===== config.mk =====
export PLATFORM = sky130hd
export DESIGN_NAME = hqcc_host_queue_command
export DESIGN_NICKNAME = d
export VERILOG_FILES = /design/src/verilog/hqcc_host_queue_command.v
export VERILOG_INCLUDE_DIRS = /design/src /design/src/common
export SDC_FILE = /design/constraint.sdc
export NUM_CORES = 1
export LEC_CHECK = 0
export BUFFER_PORTS_ARGS = -buffer_cell sky130_fd_sc_hd__buf_4
export CORE_ASPECT_RATIO = 1.5
export CORE_MARGIN = 2
export CORE_UTILIZATION = 55
export DETAILED_ROUTE_END_ITERATION = 8
export PLACE_DENSITY = 0.75
export SLEW_MARGIN = 40
export SYNTH_ARGS = -nofsm -noshare
export SYNTH_HDL_FRONTEND = slang
export SYNTH_SLANG_ARGS = --single-unit

===== constraint.sdc =====
create_clock -name ref_clk -period 9.99 [get_ports ref_clk]
set_input_delay 1.998 -clock ref_clk [delete_from_list [all_inputs] [get_ports ref_clk]]
set_output_delay 1.998 -clock ref_clk [all_outputs]
set_load 0.1 [all_outputs]

===== src/common/hqcc_regs.vh =====
// register offsets, field positions, reset values and timing counts for
// the host queue command block; definitions only, included by bare name
`ifndef HQCC_REGS_VH
`define HQCC_REGS_VH

// byte offsets on the parallel host port
`define HQCC_TXQ_CMD_OFFSET 12'h180
`define HQCC_RXQ_CMD_OFFSET 12'h182

// transmit_queue_command fields
`define HQCC_TX_ENQUEUE_BIT 0
`define HQCC_TX_MONITOR_BIT 1

// receive_queue_command fields
`define HQCC_RX_RELEASE_BIT 0
`define HQCC_RX_WINDOW_BIT 3
`define HQCC_RX_AUTODQ_BIT 4
`define HQCC_RX_FRM_EN_BIT 5
`define HQCC_RX_BYT_EN_BIT 6
`define HQCC_RX_DUR_EN_BIT 7
`define HQCC_RX_PAD_BIT 9
`define HQCC_RX_FRM_CAUSE_BIT 10
`define HQCC_RX_BYT_CAUSE_BIT 11
`define HQCC_RX_DUR_CAUSE_BIT 12

// reset values
`define HQCC_CMD_RESET 16'h0000
`define HQCC_STROBE_RESET 1'b1

// duration timer tick: clock period and tick length in ns
`define HQCC_CLK_PERIOD_NS 8
`define HQCC_DUR_TICK_NS 1000
`define HQCC_DUR_TICK_CYCLES (`HQCC_DUR_TICK_NS / `HQCC_CLK_PERIOD_NS)

`endif


===== src/verilog/hqcc_host_queue_command.v =====
// host queue command logic: both queue command registers on the parallel
// host port, threshold cause flags and the data port window with a tx FIFO.
// assumes pins are asynchronous to ref_clk and that a strobe stays low for
// more than four clock cycles so the three-flop filter sees it settle.
`timescale 1ns/100ps
`include "hqcc_regs.vh"

module hqcc_fifo #(
  parameter WIDTH = 16,
  parameter DEPTH = 16,
  parameter ADDR_W = 4
) (
  input wire ref_clk,
  input wire reset,
  input wire [WIDTH-1:0] inData,
  input wire inValid,
  output wire inReady,
  output reg [WIDTH-1:0] outData,
  output reg outValid,
  input wire outReady
);
  reg [WIDTH-1:0] mem [0:DEPTH-1];
  reg [ADDR_W-1:0] wrPtr, rdPtr;
  reg [ADDR_W:0] count;
  wire [ADDR_W:0] held;
  wire push, pop;

  // the output register counts toward the depth, so DEPTH words in all
  assign held = count + {{ADDR_W{1'b0}}, outValid};
  assign inReady = (held != DEPTH[ADDR_W:0]);
  assign push = inValid && inReady;
  // output stage is a register, so it refills whenever it empties
  assign pop = (count != {(ADDR_W+1){1'b0}}) && (!outValid || outReady);

  always @(posedge ref_clk) begin
    if (push) mem[wrPtr] <= inData;
  end

  always @(posedge ref_clk or posedge reset) begin
    if (reset) begin
      wrPtr <= {ADDR_W{1'b0}};
      rdPtr <= {ADDR_W{1'b0}};
      count <= {(ADDR_W+1){1'b0}};
      outData <= {WIDTH{1'b0}};
      outValid <= 1'b0;
    end else begin
      if (push) wrPtr <= wrPtr + 1'b1;
      if (pop) begin
        rdPtr <= rdPtr + 1'b1;
        outData <= mem[rdPtr];
        outValid <= 1'b1;
      end else if (outReady) begin
        outValid <= 1'b0;
      end
      if (push && !pop) count <= count + 1'b1;
      else if (pop && !push) count <= count - 1'b1;
    end
  end
endmodule

module hqcc_host_queue_command #(
  parameter FIFO_WIDTH = 16,
  parameter FIFO_DEPTH = 16,
  parameter FIFO_ADDR_W = 4,
  parameter QLEN_W = 13,
  parameter FRM_W = 8,
  parameter BYTE_W = 16,
  parameter DUR_W = 16
) (
  input wire ref_clk,
  input wire reset,
  input wire host_address_strobe_n,
  input wire host_read_strobe_n,
  input wire host_write_strobe_n,
  input wire [11:0] hostAddr,
  input wire [1:0] hostByteEn,
  input wire [15:0] hostDataIn,
  output reg [15:0] hostDataOut,
  output reg hostDataOe,
  output reg hostTxReady,
  input wire [QLEN_W-1:0] txQueueFree,
  input wire [QLEN_W-1:0] txSizeRequest,
  input wire txFrameDone,
  output reg txEnqueueReq,
  output reg txSpaceIrq,
  output wire [FIFO_WIDTH-1:0] txMemData,
  output wire txMemValid,
  input wire txMemReady,
  input wire [FRM_W-1:0] rxFrameCount,
  input wire [FRM_W-1:0] rxFrameThreshold,
  input wire [BYTE_W-1:0] rxByteCount,
  input wire [BYTE_W-1:0] rxByteThreshold,
  input wire [DUR_W-1:0] rxDurationThreshold,
  input wire rxStatusAck,
  output reg rxThresholdIrq,
  input wire [15:0] rxReadData,
  output reg rxReadPop,
  input wire rxFrameReadDone,
  output reg rxDequeueReq,
  output reg rxHeaderPadEnable,
  input wire rxErrorReleased,
  output reg rxErrorReleaseReq
);
  localparam SYNC_W = 33;
  localparam integer TICK_INT = `HQCC_DUR_TICK_CYCLES;
  localparam [11:0] TICK_CYCLES = TICK_INT[11:0];
  // pin synchroniser: stage one feeds stage two only
  reg [SYNC_W-1:0] pinSync1, pinSync2, pinSync3;
  reg aenLow, rdLow, wrLow, rdLowPrev, wrLowPrev;
  wire [11:0] addrS;
  wire [1:0] beS;
  wire [15:0] dataS;
  wire rdStart, wrStart;
  // command state
  reg txEnqueue, txMonitor, txSpaceSeen;
  reg rxRelease, rxWindow, rxAutoDq, rxFrmEn, rxBytEn, rxDurEn;
  reg rxDurCause, rxBytCause, rxFrmCause;
  reg [11:0] tickCount;
  reg [DUR_W-1:0] durCount;
  reg [15:0] readValue;
  wire hitTx, hitRx, wrTx, wrRx, winWrite, winRead;
  wire fifoInReady, frmOver, bytOver, durOver, loByte, hiByte;

  // a strobe level counts only once stages two and three agree
  always @(posedge ref_clk or posedge reset) begin
    if (reset) begin
      pinSync1 <= {{3{`HQCC_STROBE_RESET}}, 30'h0000000};
      pinSync2 <= {{3{`HQCC_STROBE_RESET}}, 30'h0000000};
      pinSync3 <= {{3{`HQCC_STROBE_RESET}}, 30'h0000000};
      aenLow <= 1'b0;
      rdLow <= 1'b0;
      wrLow <= 1'b0;
      rdLowPrev <= 1'b0;
      wrLowPrev <= 1'b0;
    end else begin
      pinSync1 <= {host_address_strobe_n, host_read_strobe_n, host_write_strobe_n,
                   hostAddr, hostByteEn, hostDataIn};
      pinSync2 <= pinSync1;
      pinSync3 <= pinSync2;
      if (pinSync2[32] == pinSync3[32]) aenLow <= !pinSync3[32];
      if (pinSync2[31] == pinSync3[31]) rdLow <= !pinSync3[31];
      if (pinSync2[30] == pinSync3[30]) wrLow <= !pinSync3[30];
      rdLowPrev <= rdLow;
      wrLowPrev <= wrLow;
    end
  end
  assign addrS = pinSync3[29:18];
  assign beS = pinSync3[17:16];
  assign dataS = pinSync3[15:0];
  assign rdStart = rdLow && !rdLowPrev && aenLow;
  assign wrStart = wrLow && !wrLowPrev && aenLow;

  // in window mode only the rx command register stays addressable
  assign hitRx = ({addrS[11:1], 1'b0} == `HQCC_RXQ_CMD_OFFSET);
  assign hitTx = !rxWindow && ({addrS[11:1], 1'b0} == `HQCC_TXQ_CMD_OFFSET);
  assign winWrite = wrStart && rxWindow && !hitRx;
  assign winRead = rdStart && rxWindow && !hitRx;
  assign wrTx = wrStart && hitTx;
  assign wrRx = wrStart && hitRx;
  assign loByte = beS[0] || rxWindow;
  assign hiByte = beS[1] || rxWindow;
  // window writes drop if the FIFO is full; hostTxReady warns the host
  hqcc_fifo #(
    .WIDTH(FIFO_WIDTH),
    .DEPTH(FIFO_DEPTH),
    .ADDR_W(FIFO_ADDR_W)
  ) txFifo (
    .ref_clk(ref_clk),
    .reset(reset),
    .inData(dataS),
    .inValid(winWrite),
    .inReady(fifoInReady),
    .outData(txMemData),
    .outValid(txMemValid),
    .outReady(txMemReady)
  );
  assign frmOver = rxFrameCount > rxFrameThreshold;
  assign bytOver = rxByteCount > rxByteThreshold;
  assign durOver = durCount > rxDurationThreshold;

  // transmit command bits: a new monitor set beats a same-cycle completion; an enqueue set is dropped while the bit is still set
  always @(posedge ref_clk or posedge reset) begin
    if (reset) begin
      txEnqueue <= 1'b0;
      txMonitor <= 1'b0;
      txSpaceSeen <= 1'b0;
      txEnqueueReq <= 1'b0;
      txSpaceIrq <= 1'b0;
    end else begin
      txEnqueueReq <= 1'b0;
      txSpaceIrq <= 1'b0;
      if (wrTx && loByte && dataS[`HQCC_TX_ENQUEUE_BIT] && !txEnqueue) begin
        txEnqueue <= 1'b1;
        txEnqueueReq <= 1'b1;
      end else if (txFrameDone) begin
        txEnqueue <= 1'b0;
      end
      if (wrTx && loByte && dataS[`HQCC_TX_MONITOR_BIT]) begin
        txMonitor <= 1'b1;
        txSpaceSeen <= 1'b0;
      end else if (txFrameDone) begin
        txMonitor <= 1'b0;
      end else if (txMonitor && !txSpaceSeen && txQueueFree >= txSizeRequest) begin
        txSpaceSeen <= 1'b1;
        txSpaceIrq <= 1'b1;
      end
    end
  end

  // receive command bits; reserved positions have no storage
  always @(posedge ref_clk or posedge reset) begin
    if (reset) begin
      rxRelease <= 1'b0;
      rxWindow <= 1'b0;
      rxAutoDq <= 1'b0;
      rxFrmEn <= 1'b0;
      rxBytEn <= 1'b0;
      rxDurEn <= 1'b0;
      rxHeaderPadEnable <= 1'b0;
      rxErrorReleaseReq <= 1'b0;
    end else begin
      rxErrorReleaseReq <= 1'b0;
      if (wrRx && loByte) begin
        rxWindow <= dataS[`HQCC_RX_WINDOW_BIT];
        rxAutoDq <= dataS[`HQCC_RX_AUTODQ_BIT];
        rxFrmEn <= dataS[`HQCC_RX_FRM_EN_BIT];
        rxBytEn <= dataS[`HQCC_RX_BYT_EN_BIT];
        rxDurEn <= dataS[`HQCC_RX_DUR_EN_BIT];
      end
      if (wrRx && hiByte) begin
        rxHeaderPadEnable <= dataS[`HQCC_RX_PAD_BIT];
      end
      if (wrRx && loByte && dataS[`HQCC_RX_RELEASE_BIT] && !rxRelease) begin
        rxRelease <= 1'b1;
        rxErrorReleaseReq <= 1'b1;
      end else if (rxErrorReleased) begin
        rxRelease <= 1'b0;
      end
    end
  end

  // duration timer runs from the first queued frame until the queue drains
  always @(posedge ref_clk or posedge reset) begin
    if (reset) begin
      tickCount <= 12'h000;
      durCount <= {DUR_W{1'b0}};
    end else if (rxFrameCount == {FRM_W{1'b0}}) begin
      tickCount <= 12'h000;
      durCount <= {DUR_W{1'b0}};
    end else if (tickCount == TICK_CYCLES - 12'h001) begin
      tickCount <= 12'h000;
      if (durCount != {DUR_W{1'b1}}) begin
        durCount <= durCount + 1'b1;
      end
    end else begin
      tickCount <= tickCount + 12'h001;
    end
  end

  // causes are snapshots, so they change only on the acknowledge
  always @(posedge ref_clk or posedge reset) begin
    if (reset) begin
      rxDurCause <= 1'b0;
      rxBytCause <= 1'b0;
      rxFrmCause <= 1'b0;
      rxThresholdIrq <= 1'b0;
      rxDequeueReq <= 1'b0;
    end else begin
      rxThresholdIrq <= (rxFrmEn && frmOver) || (rxBytEn && bytOver)
                        || (rxDurEn && durOver);
      rxDequeueReq <= rxAutoDq && rxFrameReadDone;
      if (rxStatusAck) begin
        rxDurCause <= rxDurEn && durOver;
        rxBytCause <= rxBytEn && bytOver;
        rxFrmCause <= rxFrmEn && frmOver;
      end
    end
  end

  always @* begin
    readValue = 16'h0000;
    if (hitTx) begin
      readValue[`HQCC_TX_ENQUEUE_BIT] = txEnqueue;
      readValue[`HQCC_TX_MONITOR_BIT] = txMonitor;
    end else if (hitRx) begin
      // window bit and reserved bits stay zero
      readValue[`HQCC_RX_RELEASE_BIT] = rxRelease;
      readValue[`HQCC_RX_AUTODQ_BIT] = rxAutoDq;
      readValue[`HQCC_RX_FRM_EN_BIT] = rxFrmEn;
      readValue[`HQCC_RX_BYT_EN_BIT] = rxBytEn;
      readValue[`HQCC_RX_DUR_EN_BIT] = rxDurEn;
      readValue[`HQCC_RX_PAD_BIT] = rxHeaderPadEnable;
      readValue[`HQCC_RX_FRM_CAUSE_BIT] = rxFrmCause;
      readValue[`HQCC_RX_BYT_CAUSE_BIT] = rxBytCause;
      readValue[`HQCC_RX_DUR_CAUSE_BIT] = rxDurCause;
    end
  end

  // read path: data is held for the whole strobe
  always @(posedge ref_clk or posedge reset) begin
    if (reset) begin
      hostDataOut <= 16'h0000;
      hostDataOe <= 1'b0;
      rxReadPop <= 1'b0;
      hostTxReady <= 1'b0;
    end else begin
      rxReadPop <= winRead;
      hostTxReady <= fifoInReady;
      hostDataOe <= rdLow && aenLow;
      if (winRead) begin
        hostDataOut <= rxReadData;
      end else if (rdStart) begin
        hostDataOut <= readValue;
      end
    end
  end
endmodule


-- Yosys cells after proc, flatten, opt, wreduce, memory -nomap -nowiden
Memories as Yosys holds them, arrays and structs flattened. A register that Yosys moved wholly into a read port is not among the register bits.
Cells that the tools add are included.
- add/sub/neg operators: 7
- magnitude comparators: 4
- equal/unequal tests: 9
- muxes and demuxes: 33
- reduce and logical (&&, ||, !) cells: 61
- operators with widths (cell ; number):
    2-to-1 mux 16 bit ; 5
    greater-than comparator 16 bit ; 2
    logical AND 1 bit ; 30
    2-to-1 mux 12 bit ; 2
    equality test 11 x 8 -> 1 bit (second input constant) ; 2
    2-to-1 mux 1 bit ; 20
    nonzero test 2 bit ; 9
    adder 16 x 1 -> 16 bit (second input constant) ; 1
    2-to-1 mux 4 bit ; 4
    != test 16 bit (second input constant) ; 1
    >= comparator 13 bit ; 1
    logical NOT 1 bit ; 13
    adder 12 x 1 -> 12 bit (second input constant) ; 1
    equality test 12 x 7 -> 1 bit (second input constant) ; 1
    2-to-1 mux 5 bit ; 2
    adder 4 x 1 -> 4 bit (second input constant) ; 2
    greater-than comparator 8 bit ; 1
    logical NOT 8 bit ; 1
    adder 5 x 1 -> 5 bit ; 1
    adder 5 x 1 -> 5 bit (second input constant) ; 1
    logical OR 1 bit ; 5
    != test 5 bit (second input constant) ; 1
    nonzero test 5 bit ; 1
    subtractor 5 x 1 -> 5 bit (second input constant) ; 1
    other kinds (3) ; 6
- flip-flop bits (word level): 183
- memory bits (writable): 256
- output and inout bits: 42
- memories kept: 1
- memory list (memory ; words ; bits a word ; read ports ; clocked after memory_dff ; write ports ; line ; source):
    txFifo.mem ; 16 ; 16 ; 1 ; 1 ; 1 ; hqcc_host_queue_command.v:22 ; reg [WIDTH-1:0] mem [0:DEPTH-1];

-- Logic depth before layout (Yosys ltp)
Gate-level depths: netlist of the first run.
- depth in word-level cells: 10
- depth in mapped cells: 14

-- Cells and area by module
Synthesis of the first run repeated with hierarchy kept, for this count alone.
- cell total of the unflattened synthesis: 1117
- area total of the unflattened synthesis: 18139.9 sq um
- modules (own cells, without submodules) (module ; instances ; cells each ; area each (sq um) ; seq. area each (sq um)):
    hqcc_fifo ; 1 ; 524 ; 11215.8 ; 8438.1
    hqcc_host_queue_command ; 1 ; 593 ; 6924.1 ; 4165.2

-- Least setup slack after synthesis of the first run
No wires, ideal clock.
- path type: register to register
- from: reg txFifo.outValid
- to: mem txFifo.mem[2][0], enable pin
- arrival time: 3.923 ns
- data required time: 9.559 ns
- path slack: 5.636 ns
- stages on the path, launching flop included: 8
- path buffers: 1
- cells stage by stage: dfrtp_1 ha_1 nand2_1 mux2i_1 a31o_2 a211oi_2 buf_2 nor4bb_1
- word-level cells in the longest chain between the ends: 5
- RTL lines (element ; line ; source):
    start, declared ; hqcc_host_queue_command.v:19 ; output reg outValid,
    start signal, assigned ; hqcc_host_queue_command.v:45 ; outValid <= 1'b0;
    start signal, assigned ; hqcc_host_queue_command.v:51 ; outValid <= 1'b1;
    start signal, assigned ; hqcc_host_queue_command.v:53 ; outValid <= 1'b0;
    adder 5 x 1 -> 5 bit ; hqcc_host_queue_command.v:29 ; assign held = count + {{ADDR_W{1'b0}}, outValid};
    != test 5 bit ; hqcc_host_queue_command.v:30 ; assign inReady = (held != DEPTH[ADDR_W:0]);
    logical AND 1 bit ; hqcc_host_queue_command.v:31 ; assign push = inValid && inReady;
    via txFifo.push ; hqcc_host_queue_command.v:26 ; wire push, pop;
    2-to-1 mux 1 bit ; hqcc_host_queue_command.v:36 ; if (push) mem[wrPtr] <= inData;
    2-to-1 mux 1 bit (implied by the code) ; hqcc_host_queue_command.v:36 ;
    end, declared ; hqcc_host_queue_command.v:22 ;
The timed path passes the listed nets, and every way through them passes these cells.

-- Worst setup path after layout of the first run
- from: in txMemReady
- to: reg txFifo.count[4]
- word-level cells in the longest chain between the ends: 5
- RTL lines (element ; line ; source):
    start, declared ; hqcc_host_queue_command.v:88 ; input wire txMemReady,
    logical OR 1 bit * ; hqcc_host_queue_command.v:33 ; assign pop = (count != {(ADDR_W+1){1'b0}}) && (!outValid || outReady);
    logical AND 1 bit * ; hqcc_host_queue_command.v:33 ;
    logical NOT 1 bit ; hqcc_host_queue_command.v:55 ; if (push && !pop) count <= count + 1'b1;
    logical AND 1 bit ; hqcc_host_queue_command.v:55 ;
    2-to-1 mux 5 bit or nonzero test 2 bit (tied branches) ; -- ;
    end signal, assigned ; hqcc_host_queue_command.v:43 ; count <= {(ADDR_W+1){1'b0}};
    end signal, assigned ; hqcc_host_queue_command.v:55 ;
    end signal, assigned ; hqcc_host_queue_command.v:56 ; else if (pop && !push) count <= count - 1'b1;
    end, declared ; hqcc_host_queue_command.v:24 ; reg [ADDR_W:0] count;
Mark *: on every way between the ends. The rest lies on a longest branch, timed or not.
A chain may end at the register's enable or synchronous reset.

==> Flow_metrics.wiki, run 1 <==
{| class="wikitable"
! Metric !! Value
|-
| Share of Yosys cell area claimed by the top area cell type || a little over two fifths
|-
| Mux cell area share after synthesis || 11.7%
|-
| Final clock skew || 0.0282 ns
|-
| Worst hold path type || flip-flop to flip-flop
|-
| Synth cell types || 50
|-
| Final slew viol count || 0
|-
| Max-slew headroom || between 50% and 60%
|-
| GRT overflow || 0
|-
| Most instantiated cells after synthesis || edfxtp_1 (256), dfrtp_1 (187), mux4_2 (80)
|-
| Time the worst path needs with I/O delays and setup || 3.77 ns
|-
| Vias/cell || between 5 and 6
|-
| Transition time at the pin with the least slew margin || between 0.7 and 0.8 ns
|-
| Maximum fanout along the worst path || 21
|-
| Status || completed
|-
| Compound-cell area share of the yosys netlist || under 10%
|-
| Simple-gate portion of the synthesized area || 6.23%
|-
| Total power after layout || 5.11 mW
|-
| Final setup viols || 0
|-
| Horizontal die dimension || between 150 and 200 µm
|-
| Top area cells in the synthesized netlist || edfxtp_1 (43%), dfrtp_1 (26%), mux4_2 (10%)
|-
| Via total after detailed routing || around 9.8k
|-
| Worst Setup End Kind || flip-flop
|-
| Net count of the finished layout || roughly 1.5k
|-
| Number of antenna violations at the first check in global routing || 0
|-
| Number of cells after detailed placement || ~1.7k
|-
| Number of cells in the finished layout apart from fillers || 1730
|-
| Starting utilization of the core area || between 50 and 60%
|-
| Post-placement setup slack || approximately 5.7 ns
|-
| Warning count from the yosys run || 0
|-
| Via count of the first global-routing pass || between 10k and 15k
|-
| Total iterations of the first detailed-routing run || 5
|-
| Wire length of the first global-routing pass || between 50000 and 60000 µm
|-
| DRT iter0 DRCs || 570
|-
| Sequential area share after synthesis || 70.1%
|-
| Count of port buffers added during placement || about 190
|-
| Flops & latches, synth || ~450
|-
| Max-cap violation count || 0
|-
| Setup TNS Final || 0 ns
|-
| Die ar. || between 30000 and 40000 µm²
|-
| Maximum clock frequency || between 0.2 and 0.3 GHz
|-
| Post-synth EDFFs || about 260
|-
| Hold Violations, Final || 0
|-
| Num Clock Sinks || 452
|-
| Top-level port count || between 150 and 200
|-
| Combinational family with the most area after synthesis || multiplexers
|-
| Clock latency on the worst-skew pair || between 0.5 and 0.6 ns
|-
| Category of the critical setup timing path || input pin to flip-flop
|-
| Vertical die dimension || 225 µm
|-
| Peak supply drop || 144 µV
|-
| Share of the synthesized netlist area taken by xor and xnor gates || under 10%
|-
| Yosys top cell by area || edfxtp_1
|-
| Drt wl/cell || slightly above 20 µm
|-
| Leakage power figure || approximately 8.5 nW
|-
| Power per standard cell area || between 200 and 250 nW/µm²
|-
| Post-Synthesis Net Count || about 1.3k
|-
| Final routed wirelength across all metal layers || 35700 µm
|-
| Root buffer selected by CTS || clkbuf_16
|-
| GR Util All Layers || a little over a fifth
|-
| Area overhead of the layout relative to synthesis || 18.3%
|-
| Maximum number of pins on one net before global-route repair || roughly 140
|-
| Count of hold buffers inserted by post-cts repair || 0
|-
| Quantity of gates resized following cts || 0
|-
| Setup repair after global routing missed its margin || false
|-
| Clock buffer count from CTS || between 40 and 50
|-
| Number of diodes || 0
|-
| Average cell area after synthesis || 16.7 µm²
|-
| Final cycle utilization of the critical path || a little under two fifths
|-
| Number of H-tree levels || 2
|-
| Data arrival time of the critical path || ~4.2 ns
|-
| Number of standard-cell rows in the floorplan || 81
|-
| Most frequent cell after synthesis || edfxtp_1
|-
| Maximum clock insertion buffer count || 3
|-
| Clock-pin slew of the registers on the worst-case setup and hold paths || approximately 0.06 ns
|-
| Antenna viol nets, final || 0
|-
| Launching element type of the critical path || input pin
|-
| Adder-cell area share of the yosys netlist || 4.77%
|-
| Std-Cell Core Area || ~32000 µm²
|-
| Post-CTS Setup Inserts || 0
|-
| Worst EP required || approximately 10 ns
|-
| Final WS setup || just over 6 ns
|-
| Number of cells produced by synthesis || between 1k and 1.5k
|-
| Post-synth ARST share || between 40% and 50%
|-
| DRC violation count after routing || 0
|-
| Synthesized area || between 15000 and 20000 µm²
|-
| Detailed placement HPWL || 22200 µm
|-
| Clock tree from TritonCTS || done
|-
| Placer's final routability congestion estimate || 0.808
|-
| Fraction of final layout cells sized beyond drive strength 1 || 30.4%
|-
| Most frequently used flop master after synthesis || edfxtp_1
|}
==> flip-flops by register name (all words and copies together) (netlist names), 4 cells and up <==
register        cells
pinSync2           32
hostDataOut        16
txFifo.mem        256
txFifo.rdPtr        4
pinSync3           32
txFifo.outData     16
tickCount          12
pinSync1           32
txFifo.wrPtr        4
txFifo.count        5
durCount           16
==> layout by cell type, fill, tap and decap left out, types with 6 or more instances in the layout <==
cell type,Yosys,layout
a21o_1,11,11
nand4_1,19,19
mux4_2,80,80
edfxtp_1,256,256
xnor2_1,17,17
o21ai_0,27,27
dfstp_2,9,9
clkbuf_1,21,7
nor2_1,51,51
dfrtp_1,187,184
nor4_1,7,7
mux2_2,26,26
clkinv_2,0,7
a31oi_1,10,10
nor3_1,7,7
a21oi_1,25,25
xor2_1,17,17
inv_1,72,71
nand2_1,59,59
clkbuf_16,0,43
clkinv_1,0,6
buf_4,0,195
ha_1,67,67
nand3_1,27,27
==> layer usage <==
metal  vias to the layer above  part of all wire [%]  GRT usage, %
li1                       4454                     -             -
met1                      4960                    37          26.6
met2                       297                    55          39.3
met3                        58                   5.9          4.53
met4                         0                   2.5          6.90
met5                         -                     0             0
==> logic make-up (layout without fill, tap and decap cells) <==
family                     after synthesis  after routing
AOI/OAI and AO/OA                       91             91
xor gates and xnor gates                34             34
adders and majority gates               68             68
buffers and inverters                  104            344
DFF                                    452            452
muxes                                  107            107
and+or+nand+nor                        219            219
==> final cells by class <==
| class | count | area [µm²] |
|---|---|---|
| Fill cell | 2276 | 11100 |
| Tap cell | 415 | 519 |
| Clock inverter | 23 | 210 |
| Timing Repair Buffer | 197 | 1500 |
| Clock buffer | 52 | 1130 |
| Multi-Input combinational cell | 519 | 5030 |
| Inverter | 72 | 283 |
| Sequential cell | 452 | 12600 |
==> worst max-delay path, stage by stage <==
cell and delay (ns):
buf_4 0.10, nand2b_1 0.15, o21ai_2 0.06, buf_4 0.37, ha_1 0.26, inv_1 0.11, fa_1 0.42, a21o_1 0.19
a21oi_1 0.17, xnor2_1 0.13, nor2_1 0.06, xor2_1 0.14
==> power by group <==
group	total [mW]	internal, mW	switching [mW]
Clock	1.55	0.885	0.662
Sequential	2.27	2.09	0.178
Combinational	1.29	0.578	0.716
Total	5.11	3.55	1.56
==> final timing paths <==
path / from / end / slack, ns / depth (start not counted)
worst min-delay path: pinSync2[9] / pinSync3[9] / 0.32 / 0
worst max register to register: pinSync3[26] / txFifo.count[4] / 6.60 / 13
worst max-delay path: txMemReady / txFifo.count[4] / 6.22 / 12
max in group asynchronous: reset / rxBytEn / 7.19 / 3
worst min register to register: pinSync2[9] / pinSync3[9] / 0.32 / 0
min in group asynchronous: reset / pinSync1[15] / 1.57 / 2
==> stage by stage <==
| stage | hold slack, ns | utilization, % | area [µm²] |
|---|---|---|---|
| global route | 0.347 | 65.6 | 21300 |
| floorplan | 0.331 | - | 18000 |
| CTS | 0.325 | 65.6 | 21300 |
| detailed placement | 0.335 | 61.5 | 19900 |
| global placement | 0.332 | 61.3 | 19900 |
| finish | 0.323 | 65.6 | 21300 |
Power figures use the tool's default switching activity.
==> run 2: changes to the inputs <==
clock period = 3.6 ns   (was 9.99 ns; I/O delays follow)
==> run 2 against run 1 <==
Global-route usage about the same. Core utilization increased by 0.66 points. Register-to-register slack lost 5.9 ns. Total power grew to 2.8 times the previous value. Final cell count increased by 1.4%. Worst setup slack worse by 5.5 ns. Flip-flop and latch count stayed put. Die area stayed put. Largest power group unchanged. Routed wire length is 0.74% higher.
==> Flow_metrics.wiki, run 2 (synthesis gave the netlist of run 1 again) <==
{| class="wikitable"
! Metric !! Value
|-
| Number of standard-cell rows in the floorplan || 81 (unchanged)
|-
| Max-slew headroom || 44.5% (-6.9 points)
|-
| Maximum clock frequency || around 0.34 GHz
|-
| Quantity of gates resized following cts || 0 (unchanged)
|-
| Final WS setup || 0.682 ns (-5.54 ns)
|-
| Highest cell delay on the worst timing path || 0.45 ns (+0.03 ns)
|-
| Total buffers and inverters traversed by the critical path || 1 (-2)
|-
| Maximum number of pins on one net before global-route repair || 68 (-52%)
|-
| Critical-path cell list || ha_1 > ha_1 > nor4b_1 > a31o_2 > a211oi_2 > ha_1 > inv_1 > fa_1 > a21o_1 > a21oi_1 > xnor2_1 > nor2_1 > xor2_1
|-
| Worst EP required || 4.03 ns (-6.38 ns)
|-
| Num Clock Sinks || 452 (unchanged)
|-
| Leakage power figure || 8.61 nW (+1.7%)
|-
| Final slew viol count || 0 (unchanged)
|-
| Total iterations of the first detailed-routing run || 4 (-1)
|-
| Number of H-tree levels || 2 (unchanged)
|-
| Clock power share || 29.9% (-0.4 points)
|-
| Post-placement setup slack || 0.643 ns (-5.02 ns)
|-
| Critical path's top delay family || adder cells
|-
| Clock latency on the worst-skew pair || 0.54 ns (about the same)
|-
| Power Internal || 9.93 mW (+180%)
|-
| Power spent charging and discharging nets || 4.26 mW (+170%)
|-
| Data arrival time of the critical path || 3.34 ns (-0.85 ns)
|-
| Sequential cell area || 12600 µm² (about the same)
|-
| Time the worst path needs with I/O delays and setup || between 2 and 3 ns
|-
| Peak supply drop || 527 µV (+270%)
|-
| Via count of the first global-routing pass || 10.5k (+1.1%)
|-
| Count of hold buffers inserted by post-cts repair || 0 (unchanged)
|-
| Post-CTS Setup Inserts || 0 (unchanged)
|-
| Area overhead of the layout relative to synthesis || 19.5%
|-
| Part of the power in combinational logic || 26.0% (+0.7 points)
|-
| Fraction of final layout cells sized beyond drive strength 1 || 30.4% (about the same)
|-
| Horizontal die dimension || 152 µm (unchanged)
|-
| Drt wl/cell || 20.5 µm (-0.64%)
|-
| Transition time at the pin with the least slew margin || 0.825 ns (+0.0956 ns)
|-
| DRC violation count after routing || 0 (unchanged)
|-
| Fill cells || 2235 (-1.8%)
|-
| Sw Ratio || 30.0% (-0.45 points)
|-
| Status || completed
|-
| Launching element type of the critical path || flip-flop
|-
| Clock tree from TritonCTS || done
|-
| Clock-pin slew of the registers on the worst-case setup and hold paths || 0.06 ns (about the same)
|-
| Sequential power share || 44.1% (-0.3 points)
|-
| Final setup viols || 0 (unchanged)
|-
| Final cycle utilization of the critical path || 81.1%
|-
| Setup TNS Final || 0 ns (unchanged)
|-
| Hold Violations, Final || 0 (unchanged)
|-
| Multi-input gate area || 5010 µm² (-0.45%)
|-
| Clock buffer count from CTS || 41 (unchanged)
|-
| Most frequent standard cell in the layout excluding fill and tap cells || edfxtp_1
|-
| GRT overflow || 0 (unchanged)
|-
| Number of antenna violations at the first check in global routing || 0 (unchanged)
|-
| Post-layout utilization of the core || 66.3% (+0.66 points)
|-
| Most flop-heavy register || txFifo.mem
|-
| Category of the critical setup timing path || flip-flop to flip-flop
|-
| Starting utilization of the core area || 55.5% (unchanged)
|-
| GR Util All Layers || 22.0% (+0.031 points)
|-
| Final clock skew || 0.0173 ns (-0.0109 ns)
|-
| Number of diodes || 0 (unchanged)
|-
| Top-level port count || 188 (unchanged)
|-
| Setup repair after global routing missed its margin || false
|-
| Antenna viol nets, final || 0 (unchanged)
|-
| Highest-delay cell along the critical path || dfrtp_1
|-
| Count of port buffers added during placement || 186 (unchanged)
|-
| Flip-flop count of the largest register, all copies and words added || 256 (unchanged)
|-
| Most repeated library cell on the critical path || ha_1
|-
| Most frequent cells in the layout || edfxtp_1 (256), buf_4 (215), dfrtp_1 (183)
|-
| Vias/cell || 5.64 (about the same)
|-
| Maximum clock insertion buffer count || 3 (unchanged)
|-
| Final routed wirelength across all metal layers || 36000 µm (+0.74%)
|-
| Maximum fanout along the worst path || 5 (-76%)
|-
| Root buffer selected by CTS || clkbuf_16
|-
| Power per standard cell area || 660 nW/µm² (+170%)
|-
| Worst hold path type || input pin to asynchronous set/reset pin
|-
| Wire length of the first global-routing pass || 56300 µm (about the same)
|-
| Std-Cell Core Area || 32400 µm² (unchanged)
|-
| Die ar. || 34200 µm² (unchanged)
|-
| Net count of the finished layout || 1522 (+1.7%)
|-
| Max-cap violation count || 0 (unchanged)
|-
| Worst Setup End Kind || flip-flop
|-
| Detailed placement HPWL || 23200 µm (+4.8%)
|-
| Placer's final routability congestion estimate || 0.790 (-2.2%)
|-
| Via total after detailed routing || 9899 (+1.3%)
|-
| Vertical die dimension || 225 µm (unchanged)
|-
| DRT iter0 DRCs || 511 (-10%)
|}
-- run 2: metal layers --
layer	wire length (µm)	GRT usage (%)
met5	0	0
met4	1170	7.50
met3	2110	4.41
met2	19400	39.1
met1	13300	26.6
-- run 2: worst reg2reg max path, cell delays in order (launching register included) --
cell	delay, ns
dfrtp_1	0.45
ha_1	0.21
ha_1	0.18
nor4b_1	0.06
a31o_2	0.23
a211oi_2	0.22
ha_1	0.23
inv_1	0.11
fa_1	0.42
a21o_1	0.19
a21oi_1	0.17
xnor2_1	0.14
nor2_1	0.07
xor2_1	0.14
-- run 2: stage by stage --
stage | std cells | hold WS [ns] | power [mW] | instance area, µm²
finish | 1754 | 0.117 | 14.2 | 21500
global route | 1754 | 0.0974 | 14.8 | 21500
CTS | 1754 | 0.0949 | 14.4 | 21500
detailed placement | 1680 | 0.335 | 10.1 | 20200
global placement | 1678 | 0.333 | 10.0 | 20100
floorplan | 1075 | 0.331 | 9.15 | 18000
-- run 2: final timing paths --
check | depth (start not counted) | from | slack (ns) | endpoint
worst max-delay path | 13 | txFifo.count[0] | 0.68 | txFifo.count[4]
min in group ref_clk | 1 | host_address_strobe_n | 0.29 | pinSync1[32]
max in group asynchronous | 5 | reset | 2.59 | durCount[10]
worst max register to register | 13 | txFifo.count[0] | 0.68 | txFifo.count[4]
worst min register to register | 0 | pinSync1[1] | 0.34 | pinSync2[1]
worst min-delay path | 2 | reset | 0.12 | txSpaceIrq
-- run 2: cell type report --
class                   instances  share of cell area (%)
clock buffers                  60                    5.44
well taps                     415                    2.42
flip-flops and latches        452                    58.7
inverters                      72                    1.27
clock inverters                14                   0.722
multi-input cells             519                    23.3
repair buffers                222                    8.17
-- run 2: power groups by stage --
| stage | registers, mW | clock network, mW | logic, mW |
|---|---|---|---|
| 2_1_floorplan | 7.06 | 0 | 2.09 |
| 3_3_place_gp | 6.35 | 0 | 3.65 |
| 3_5_place_dp | 6.36 | 0 | 3.71 |
| 4_1_cts | 6.27 | 4.35 | 3.74 |
| 5_1_grt | 6.32 | 4.56 | 3.93 |
| 6_report | 6.26 | 4.25 | 3.69 |
==> run 3: changes to the inputs <==
ABC_AREA = 1   (was default)
clock period = 2.8 ns   (was 3.6 ns; I/O delays follow)
==> run 3 against run 2 <==
Flip-flop and latch count unchanged. Combinational power increased by 56%. Clock skew increased by 0.00084 ns. Sequential power increased by 23%. Count of clock-buffer cells in the layout decreased by 8. Area after synthesis increased by 4.8%. Synthesized cell count increased by 62%. Routed wire length increased by 17%. Global-route usage increased by 2.1 points. Via count increased by 32%. Fmax increased by 14%. Non-clock buffer count unchanged. Largest power group unchanged.
==> Flow_metrics.wiki, run 3 <==
{| class="wikitable"
! Metric !! Value
|-
| Status || completed
|-
| Via count of the first global-routing pass || 13.3k (+26%)
|-
| Number of H-tree levels || 2 (unchanged)
|-
| Power Internal || 12.2 mW (+23%)
|-
| Yosys top cell by area || edfxtp_1
|-
| Worst Setup End Kind || flip-flop
|-
| Vias/cell || 5.47 (-3.1%)
|-
| Critical path's top delay family || adder cells
|-
| Num Clock Sinks || 452 (unchanged)
|-
| Average cell area after synthesis || 10.8 µm² (-35%)
|-
| Synthesized area || 18800 µm² (+4.8%)
|-
| Clock power share || 28.8% (-1.1 points)
|-
| Fill cells || 2565 (+15%)
|-
| Most repeated library cell on the critical path || nand2_1
|-
| Post-Synthesis Net Count || 1953 (+52%)
|-
| Post-synth ARST share || 43.4% (unchanged)
|-
| Post-synth EDFFs || 256 (unchanged)
|-
| Top-level port count || 188 (unchanged)
|-
| Setup TNS Final || 0 ns (unchanged)
|-
| Net count of the finished layout || 2149 (+41%)
|-
| Power spent charging and discharging nets || 6.68 mW (+57%)
|-
| Flops & latches, synth || 452 (unchanged)
|-
| Horizontal die dimension || 155 µm (+2.3%)
|-
| Flip-flop count of the largest register, all copies and words added || 256 (unchanged)
|-
| Met2 usage || 45.3% (+6.2 points)
|-
| Maximum fanout along the worst path || 4 (-1)
|-
| Vertical die dimension || 231 µm (+2.3%)
|-
| Total iterations of the first detailed-routing run || 5 (+1)
|-
| GRT overflow || 0 (unchanged)
|-
| Area overhead of the layout relative to synthesis || 17.8%
|-
| Number of standard-cell rows in the floorplan || 83 (+2.5%)
|-
| Part of the power in combinational logic || 30.5% (+4.5 points)
|-
| Starting utilization of the core area || 55.5% (about the same)
|-
| Total buffers and inverters traversed by the critical path || 2 (+1)
|-
| Sequential area share after synthesis || 66.9% (-3.2 points)
|-
| Final clock skew || 0.0181 ns (+0.000841 ns)
|-
| Final instance area || 22200 µm² (+3.2%)
|-
| Number of antenna violations at the first check in global routing || 1 (+1)
|-
| Share of Yosys cell area claimed by the top area cell type || 40.8% (-1.9 points)
|-
| Critical-path cell list || ha_1 > ha_1 > nor2_1 > nor3_2 > nand4_1 > nand2_1 > inv_2 > ha_2 > inv_2 > fa_1 > nand2_1 > nand2_1 > a21oi_1 > xor2_1 > nand2_1 > nand2_1
|-
| Number of cells produced by synthesis || 1739 (+62%)
|-
| Depth of the most critical reg-to-reg path || 16 (+3)
|-
| Final setup viols || 0 (unchanged)
|-
| Die ar. || 35800 µm² (+4.7%)
|-
| Highest-delay cell along the critical path || dfrtp_1
|-
| Final cycle utilization of the critical path || 91.8% (+11 points)
|-
| Max-slew headroom || 51.1% (+6.6 points)
|-
| Wire length of the first global-routing pass || 66800 µm (+19%)
|-
| Sequential power share || 40.7% (-3.4 points)
|-
| Most frequent cells in the layout || nor2_1 (312), nand2_1 (286), edfxtp_1 (256)
|-
| GR Util All Layers || 24.1% (+2.1 points)
|-
| Std-Cell Core Area || 34000 µm² (+4.7%)
|-
| Most frequently used flop master after synthesis || edfxtp_1
|-
| Placer's final routability congestion estimate || 0.842 (+6.6%)
|-
| Global route hottest layer || met2
|-
| Leakage power figure || 9.47 nW (+10%)
|-
| Category of the critical setup timing path || flip-flop to flip-flop
|-
| Count of port buffers added during placement || 186 (unchanged)
|-
| Hold Violations, Final || 0 (unchanged)
|-
| Global routing met1 resource utilization || 26.3% (-0.30 points)
|-
| Fraction of final layout cells sized beyond drive strength 1 || 16.2% (-14 points)
|-
| Final slew viol count || 0 (unchanged)
|-
| Time the worst path needs with I/O delays and setup || 2.57 ns (-0.349 ns)
|-
| Most frequent cell after synthesis || nor2_1
|-
| Most instantiated cells after synthesis || nor2_1 (322), nand2_1 (286), edfxtp_1 (256)
|-
| Drt wl/cell || 17.6 µm (-14%)
|-
| Clock latency on the worst-skew pair || 0.54 ns (about the same)
|-
| Clock buffer count from CTS || 40 (-2.4%)
|-
| Antenna viol nets, final || 0 (unchanged)
|-
| DRC violation count after routing || 0 (unchanged)
|-
| Worst EP required || 3.27 ns (-0.76 ns)
|-
| Total power after layout || 18.9 mW (+33%)
|-
| Data arrival time of the critical path || 3.04 ns (-0.30 ns)
|-
| DRT iter0 DRCs || 851 (+67%)
|-
| Clock tree from TritonCTS || done
|-
| Detailed placement HPWL || 28300 µm (+22%)
|-
| Met3 track utilization from global routing || 3.85% (-0.56 points)
|-
| Root buffer selected by CTS || clkbuf_16
|-
| Most frequent standard cell in the layout excluding fill and tap cells || nor2_1
|-
| Top area cells in the synthesized netlist || edfxtp_1 (41%), dfrtp_1 (25%), nor2_1 (6.4%)
|-
| Maximum clock frequency || 0.389 GHz (+14%)
|-
| Highest cell delay on the worst timing path || 0.40 ns (-0.05 ns)
|-
| Peak supply drop || 1040 µV (+97%)
|-
| Maximum number of pins on one net before global-route repair || 131 (+93%)
|-
| Warning count from the yosys run || 0 (unchanged)
|-
| Synth cell types || 39 (-22%)
|-
| Sw Ratio || 35.3% (+5.3 points)
|-
| Power per standard cell area || 853 nW/µm² (+29%)
|-
| Cell count along the critical path || 16 (+3)
|-
| Area post-placement || 20900 µm² (+3.4%)
|-
| Launching element type of the critical path || flip-flop
|-
| Worst hold path type || input pin to asynchronous set/reset pin
|-
| Maximum clock insertion buffer count || 3 (unchanged)
|-
| Transition time at the pin with the least slew margin || 0.733 ns (-0.0921 ns)
|-
| Max-cap violation count || 0 (unchanged)
|-
| Final routed wirelength across all metal layers || 42100 µm (+17%)
|-
| Setup repair after global routing missed its margin || false
|-
| Clock-pin slew of the registers on the worst-case setup and hold paths || 0.06 ns (about the same)
|-
| Most flop-heavy register || txFifo.mem
|-
| Via total after detailed routing || 13.1k (+32%)
|}
run 3: cell families after synthesis:
family	Yosys count	synth area share [%]
flip-flops	452	66.9
AND/OR/NAND/NOR	793	17.4
buffers and inverters	190	4.14
adder cells (fa/ha/maj)	68	4.56
AO/OA/AOI/OAI	219	6.20
XOR/XNOR	17	0.790
run 3: path summary, 6_finish.rpt:
| check | startpoint | to | slack (ns) |
|---|---|---|---|
| hold / removal | reset | txEnqueueReq | 0.12 |
| setup / recovery | txFifo.outValid | txFifo.count[4] | 0.23 |
| hold reg to reg | pinSync2[27] | pinSync3[27] | 0.34 |
| max in group asynchronous | reset | pinSync2[8] | 1.95 |
| min in group ref_clk | hostDataIn[12] | pinSync1[12] | 0.12 |
| setup reg to reg | txFifo.outValid | txFifo.count[4] | 0.23 |
run 3: through the flow:
| step | util [%] | std cells | hold WS, ns | setup slack [ns] |
|---|---|---|---|---|
| 5_1_grt | 65.3 | 2393 | 0.0965 | 0.0255 |
| 4_1_cts | 65.3 | 2392 | 0.0965 | 0.0693 |
| 3_3_place_gp | 61.3 | 2318 | 0.331 | 0.0439 |
| 2_1_floorplan | - | 1739 | 0.331 | -0.417 |
| 6_report | 65.3 | 2393 | 0.121 | 0.231 |
| 3_5_place_dp | 61.4 | 2318 | 0.335 | 0.0716 |
run 3: per-layer routing:
layer / up-vias / share of wire [%]
li1: 6257 / -
met1: 6264 / 35
met2: 465 / 54
met3: 100 / 5.8
met4: 0 / 4.6
met5: - / 0
run 3: cell type report:
| class | instances | area, µm² | area share [%] |
|---|---|---|---|
| flip-flops and latches | 452 | 12600 | 56.8 |
| well taps | 425 | 532 | 2.40 |
| clock buffers | 52 | 1110 | 4.99 |
| diodes | 1 | 2.50 | 0.0113 |
| clock inverters | 22 | 209 | 0.942 |
| multi-input cells | 1097 | 5540 | 25.0 |
| inverters | 122 | 462 | 2.08 |
| repair buffers | 222 | 1730 | 7.79 |
run 3: repair_timing:
item,CTS,global route
gates resized for setup,0,4
endpoints found under the setup margin,0,2
hold endpoints to repair,0,0
hold buffers,0,0
setup buffers,0,0
run 3: power groups by stage:
stage | logic, mW | clock network (mW) | registers, mW
final | 5.77 | 5.46 | 7.71
after global routing | 6.36 | 5.79 | 7.75
after global placement | 5.60 | 0 | 7.83
after floorplan | 3.15 | 0 | 8.75
after CTS | 5.76 | 5.55 | 7.71
after detailed placement | 5.73 | 0 | 7.84
